### src/rtl/ppmr_pkg.sv
// Package for the power management and PHY output control register bank
package ppmr_pkg;
  localparam logic [7:0] PPMR_OFF_CTRL_STATUS = 8'h48;
  localparam logic [7:0] PPMR_OFF_EXTENSION = 8'h4a;
  localparam logic [7:0] PPMR_OFF_PHY_CTRL = 8'hec;
  localparam logic [7:0] PPMR_EEPROM_PHY_BYTE = 8'h16;
  localparam int PPMR_BIT_WAKE_FLAG = 15;
  localparam int PPMR_BIT_WAKE_GATE = 8;
  localparam int PPMR_BIT_ROUTE = 7;
  localparam int PPMR_BIT_STD_REV = 3;
  localparam logic [15:0] PPMR_RST_CTRL_STATUS = 16'h0000;
  localparam logic [15:0] PPMR_RST_EXTENSION = 16'h0000;
  localparam logic [31:0] PPMR_RST_PHY_CTRL = 32'h00000008;

  typedef enum logic [1:0] {PPMR_D0, PPMR_D1, PPMR_D2, PPMR_D3} ppmr_level_e;

  // One configuration access; byteEn follows the bus byte enables, active high
  typedef struct packed {
    logic read;
    logic write;
    logic [7:0] addr;
    logic [3:0] byteEn;
    logic [31:0] wdata;
  } ppmr_cfg_s;

  typedef struct packed {
    logic valid;
    logic [7:0] data;
  } ppmr_eeprom_s;
endpackage

### src/rtl/ppmr_regs.sv
// Power management control/status, extension and PHY control registers
// Behaviour
// - Wake flag bit 15 sets on every wake event, whatever the gate.
// - Writing 1 clears flag and releases wake output; writing 0 does nothing.
// - Meter scale bits 14-13 and select bits 12-9 read zero.
// - Wake output sets on a wake event only while gate bit 8 is one, then holds until flag bit 15 is written 1.
// - Gate resets to 0 unless unpowered wake supported; then sticky, software clears.
// - Power level bits 1-0 select D0, D1, D2, D3.
// - Control/status keeps flag and level through the D3hot-to-D0 internal reset; the gate is kept only when sticky.
// - Flagged bits clear only on global hard reset.
// - Control/status bits 7-2 read zero.
// - Extension register is read-only zero.
// - Route bit 7 set drives cable activity to its output pin.
// - EEPROM byte 16h bit 7 loads the route bit.
// - PHY control bit 3 defaults to one.
// - PHY control bits 31-8 read zero.
// - Unpowered wake support comes from capability bit 15.
`timescale 1ns/100ps
module ppmr_regs
  import ppmr_pkg::*;
(
  input wire logic mclk,
  input wire logic rstn,
  input wire logic softResetN,
  input wire ppmr_cfg_s cfg,
  output logic [31:0] cfgRdata,
  input wire ppmr_eeprom_s eeprom,
  input wire logic wakeEvent,
  input wire logic wakeFromUnpoweredCap,
  input wire logic cableActivityIn,
  output logic wakeOutN,
  output logic [1:0] devicePowerLevel,
  output logic cableActivityOut
);
  logic wakeFlag_reg, wakeGate_reg, route_reg, wakeOut_reg, cableOut_reg;
  logic wakeOutN_reg;
  logic [1:0] level_reg;
  logic [31:0] rdata_reg;
  logic cableSync1_reg, cableSync2_reg;
  logic wakeSync1_reg, wakeSync2_reg, capSync1_reg, capSync2_reg;
  logic gateSticky;

  // Register offset 48h sits in lanes 1:0, 4Ah in lanes 3:2 of the same dword
  wire hitPm = cfg.addr[7:2] == PPMR_OFF_CTRL_STATUS[7:2];
  wire hitPhy = cfg.addr[7:2] == PPMR_OFF_PHY_CTRL[7:2];
  wire wrPmLo = cfg.write && hitPm && cfg.byteEn[0];
  wire wrPmHi = cfg.write && hitPm && cfg.byteEn[1];
  wire wrPhy = cfg.write && hitPhy && cfg.byteEn[0];
  wire clearFlag = wrPmHi && cfg.wdata[PPMR_BIT_WAKE_FLAG];
  wire eepromPhy = eeprom.valid; // Loader only presents byte 16h
  wire [15:0] pmView = {wakeFlag_reg, 6'h00, wakeGate_reg, 6'h00, level_reg};
  wire [31:0] pmDword = {PPMR_RST_EXTENSION, pmView};
  wire [31:0] phyView = {24'h000000, route_reg, 3'h0, 1'b1, 3'h0};
  wire [31:0] rdNext = !cfg.read ? rdata_reg : hitPm ? pmDword : hitPhy ? phyView : 32'h0;
  wire wakeNext = (wakeOut_reg && !clearFlag) || (wakeSync2_reg && wakeGate_reg);

  assign gateSticky = capSync2_reg;

  // Plain-reset domain: read data and cable output; the synchronisers have no reset
  always_ff @(posedge mclk) begin
    cableSync1_reg <= cableActivityIn;
    cableSync2_reg <= cableSync1_reg;
    wakeSync1_reg <= wakeEvent;
    wakeSync2_reg <= wakeSync1_reg;
    capSync1_reg <= wakeFromUnpoweredCap;
    capSync2_reg <= capSync1_reg;
    if (!rstn) begin
      rdata_reg <= 32'h0;
      cableOut_reg <= 1'b0;
    end else begin
      rdata_reg <= rdNext;
      cableOut_reg <= route_reg && cableSync2_reg;
    end
  end

  // Held only by global hard reset; the D3hot-to-D0 reset is ignored here
  always_ff @(posedge mclk) begin
    if (!rstn) begin
      wakeFlag_reg <= PPMR_RST_CTRL_STATUS[PPMR_BIT_WAKE_FLAG];
      level_reg <= PPMR_RST_CTRL_STATUS[1:0];
      route_reg <= PPMR_RST_PHY_CTRL[PPMR_BIT_ROUTE];
      wakeOut_reg <= 1'b0;
      wakeOutN_reg <= 1'b1;
    end else begin
      wakeFlag_reg <= wakeSync2_reg || (wakeFlag_reg && !clearFlag);
      wakeOut_reg <= wakeNext;
      // Inverted copy kept in its own flop so the pin has no gate after it
      wakeOutN_reg <= !wakeNext;
      if (wrPmLo) level_reg <= cfg.wdata[1:0];
      if (eepromPhy) route_reg <= eeprom.data[PPMR_BIT_ROUTE];
      else if (wrPhy) route_reg <= cfg.wdata[PPMR_BIT_ROUTE];
    end
  end

  // Gate survives the function reset only when unpowered wake is supported
  always_ff @(posedge mclk) begin
    if (!rstn || (!softResetN && !gateSticky)) begin
      wakeGate_reg <= PPMR_RST_CTRL_STATUS[PPMR_BIT_WAKE_GATE];
    end else if (wrPmHi) begin
      wakeGate_reg <= cfg.wdata[PPMR_BIT_WAKE_GATE];
    end
  end

  assign cfgRdata = rdata_reg;
  assign wakeOutN = wakeOutN_reg;
  assign devicePowerLevel = level_reg;
  assign cableActivityOut = cableOut_reg;
endmodule

### config.mk
export PLATFORM = sky130hd
export DESIGN_NAME = ppmr_regs
export DESIGN_NICKNAME = d
export VERILOG_FILES = /design/src/rtl/ppmr_pkg.sv /design/src/rtl/ppmr_regs.sv
export SDC_FILE = /design/constraint.sdc
export NUM_CORES = 1
export LEC_CHECK = 0
export BUFFER_PORTS_ARGS = -buffer_cell sky130_fd_sc_hd__buf_2
export CORE_AREA = 2 2 58 60
export CTS_BUF_LIST = sky130_fd_sc_hd__clkbuf_4
export DETAILED_ROUTE_END_ITERATION = 10
export DIE_AREA = 0 0 60 62
export PLACE_DENSITY = 0.79
export SLEW_MARGIN = 10
export SYNTH_ARGS = -nofsm -noshare
export SYNTH_HDL_FRONTEND = slang
export SYNTH_SLANG_ARGS = --single-unit
export TNS_END_PERCENT = 20
### constraint.sdc
create_clock -name mclk -period 1.2 [get_ports mclk]
set_input_delay 0.24 -clock mclk [delete_from_list [all_inputs] [get_ports mclk]]
set_output_delay 0.24 -clock mclk [all_outputs]
set_load 0.1 [all_outputs]
# ---- Yosys cells after proc, flatten, opt, wreduce, memory -nomap -nowiden
# Cells that the tools add are included.
dict set report totals {
  in_bits 61
  ff_bits 46
  out_inout_bits 36
}
dict set report op_classes {
  n_mux 4
  n_reduce_logical 20
  eq_ne 2
}
# cell count
set ops {}
lappend ops {{16-bit 2-to-1 mux} 1}
lappend ops {{1-bit logical AND} 11}
lappend ops {{8-bit 2-to-1 mux} 1}
lappend ops {{6-bit by 5-bit equality test with 1-bit output, second input constant} 1}
lappend ops {{6-bit equality test, second input constant} 1}
lappend ops {{1-bit zero test} 5}
lappend ops {{1-bit logical OR} 3}
lappend ops {{1-bit 2-to-1 mux} 2}
lappend ops {{2-bit nonzero test} 1}

# ---- Longest topological paths before layout
dict set report depth {
  word_depth 8
  depth_mapped 4
  ltp_nobuf 3
}

# ---- Least setup slack after synthesis
# Ideal clock, no wire load.
dict set report synth_path {
  kind {register -> register}
  from {reg level_reg[0], in the netlist devicePowerLevel[0]}
  to {reg rdata_reg[0], in the netlist cfgRdata[0]}
  setup_ps 59
  stages_incl_launch_ff 4
  n_path_buf 0
  t_arrival_ps 1393
  slack_ps -252
  path_cell_list {dfxtp_1 nand2_1 o32ai_1 and2_1}
}
dict set report synth_between {
  elab_chain_len 1
}
# item line
set synth_lines {}
lappend synth_lines {{start: declaration} ppmr_regs.sv:37} ;# logic [1:0] level_reg;
lappend synth_lines {{start signal: assignment} ppmr_regs.sv:80} ;# level_reg <= PPMR_RST_CTRL_STATUS[1:0];
lappend synth_lines {{start signal: assignment} ppmr_regs.sv:89} ;# if (wrPmLo) level_reg <= cfg.wdata[1:0];
lappend synth_lines {{16-bit 2-to-1 mux} ppmr_regs.sv:54} ;# wire [31:0] rdNext = !cfg.read ? rdata_reg : hitPm ? pmDword : hitPhy ? phyView : 32'h0;
lappend synth_lines {{end signal: assignment} ppmr_regs.sv:71} ;# rdata_reg <= rdNext;
lappend synth_lines {{end: declaration} ppmr_regs.sv:38} ;# logic [31:0] rdata_reg;
# Every way passes these cells.
# A chain may end at the register's enable or synchronous reset.

# ---- Worst setup path in the final report
dict set report layout_path {
  from {reg rdata_reg[8], in the netlist cfgRdata[8]}
  to {out cfgRdata[8]}
}
# item line
set layout_rtl {}
lappend layout_rtl {{end: declaration} ppmr_regs.sv:26} ;# output logic [31:0] cfgRdata,
# No word-level cell between the ends.

==> flow_metrics.tcl <==
set metrics [dict create \
    status "completed" \
    fin_setup_tns_ps 0 \
    synth-edff-count 0 \
    crit_required_ps 960 \
    nNetsFinal 202 \
    area_growth_pct 33.2 \
    via_count 752 \
    track_usage 0.103 \
    grt-ovfl-total 0 \
    cts_buffer_depth 2 \
    drt_iter0_drc 12 \
    antenna_found_initial 0 \
    post-route-period-util 0.958 \
    dieHeight_um 62 \
    hold_viol_final 0 \
    place_hpwl_mm 1.45 \
    synth_area_leaders "dfxtp_1, buf_4, nand2_1, o32ai_1, nor3_4" \
    worstPathCellList "buf_12" \
    regToRegSetupSlack_ps 330 \
    via_per_inst 4.04 \
    worst_path_largest_cell_delay_ps 410 \
    yosysWarnings 0 \
    min_from "wakeEvent" \
    grt_pass1_vias 665 \
    root_buffer "clkbuf_4" \
    dr.pass1.iters 3 \
    r2r-start "wakeSync2_reg" \
    grt_pass1_wl_mm 2.77 \
    rr_worst_depth 3 \
    synth_area_leader_cell "dfxtp_1" \
    path_max_fanout 2 \
    total_power_mw 1.72 \
    ys_ff_latch 20 \
    core_region_area_um2 3180 \
    io_pins 97 \
    hold_depth 1 \
    cpLargestDelayFamily "flip-flops" \
    cts_setup_buffers 0 \
    dieArea_um2 3720 \
    htreeDepth 1 \
    synthCells 105 \
    finalSetupViolCount 0 \
    dp_cells 182 \
    final_cells 186 \
    worst_setup_path_start_kind "register" \
    cts_resized 0 \
    yosysMostFrequentCell "buf_4" \
    post-route-min-period_ps 1150 \
    leakage_nw 0.603 \
    rsz0062_at_grt "no" \
    seq_area_frac_synth 0.407 \
    routedWlPerCell_um 9.73 \
    ys_top_cells_by_count "buf_4, dfxtp_1, nand2_1, inv_1" \
    maxCapViolations 0 \
    cts_hold_buf 0 \
    fin_util 0.412 \
    place.gp.congestion 0.760 \
    cp_slowest_cell "dfxtp_1" \
    synth-main-ff-cell "dfxtp_1" \
    hold_path_class "input port to register" \
    numCtsBuffers 3 \
    async_reset_ff_frac 0 \
    slew_violations 0 \
    power.density_nw_per_um2 1310 \
    worst-path-buf-inv 1 \
    routed_wl_mm 1.81 \
    initial_core_util 0.310 \
    critPathArrivalTime_ps 910 \
    die_x_um 60 \
    criticalPathCategory "register to output port" \
    avgSynthCellArea_um2 9.38 \
    io_buffers 32 \
    drive_above_1_share 0.336 \
    ys_types 27 \
    drc 0 \
    cts_tree "done" \
    fp-row-count 21 \
    irDropWorstVdd_mv 0.499 \
    netlist_area_um2 985 \
    r2r-end "wakeOutN" \
    fin_worst_skew_ps 11.7 \
    hold-worst-slack_ps 18.1 \
    path_clk_slew_ps 130 \
    diodes 0 \
    ant_nets 0 \
    grt_max_degree 17 \
    holdPathEnd "wakeSync1_reg" \
    crit_path_end_kind "output port" \
    synth_top_cell_area_share 0.407 \
    clock.fmax_ghz 0.870 \
    cts_sinks 20 \
    largest_reg_flops 6 \
    clk_latency_ps 310 \
]
-- stage by stage --
step | setup WS, ps | instance area [µm²]
final | 50.0 | 1310
after global routing | 7.31 | 1310
after CTS | 39.5 | 1310
after detailed placement | -129 | 1260
after global placement | -113 | 1260
after floorplan | -132 | 1080
-- layout by cell type, fill, tap and decap left out, drive strengths merged --
cell and n:
buf 35, nor3 2, and3 3, nand2 12, inv 6, conb 26
nand4 1, clkbuf 3, and3b 1, dfxtp 20, mux2i 3, o211ai 2
and2 4, nand3 2, o32ai 4, o21ai 2, bufinv 1, a21oi 1
nand3b 1, a21o 1, or3 1, nand2b 2, a21boi 2, o31ai 1
a31o 1, a31oi 3
-- worst max-delay path by stage --
stage	startpoint	endpoint	slack, ps	depth (start not counted)
global route	cfgRdata[0]	cfgRdata[0]	7	1
global placement	cfg[38]	wakeGate_reg	-110	4
CTS	cfgRdata[8]	cfgRdata[8]	40	1
floorplan	cfgRdata[8]	cfgRdata[8]	-130	3
detailed placement	cfg[38]	wakeGate_reg	-130	4
finish	cfgRdata[8]	cfgRdata[8]	50	1
-- logic make-up (layout without fill, tap and decap cells) --
group | Yosys count | after routing | share of synthesized area
buf+inv | 35 | 45 | 0.240
simple gates | 29 | 29 | 0.194
flops | 20 | 20 | 0.407
compound gates | 17 | 17 | 0.125
mux | 3 | 3 | 0.0305
other cells | 1 | 26 | 0.00381
-- final cells by class --
class	instances	area [µm²]
inverter	6	22.5
clock buffer	3	22.5
multi-input combinational	75	442
clock inverter	1	30.0
fill	320	1870
sequential	20	404
timing repair buffer	35	333
tap	46	57.6
-- power breakdown --
| part | leakage [nW] | switching (mW) | internal [mW] |
|---|---|---|---|
| Sequential | 0.166 | 0.00798 | 0.681 |
| Combinational | 0.409 | 0.415 | 0.0554 |
| Clock | 0.0279 | 0.222 | 0.338 |
-- metal layers --
layer	global-route usage	routed length [µm]	vias to the layer above
met4	0.0762	39	0
met1	0.116	686	344
met2	0.180	989	29
li1	-	-	375
met5	0	0	-
met3	0.0104	95	4
Note: power is estimated with default switching activity, not from simulation.
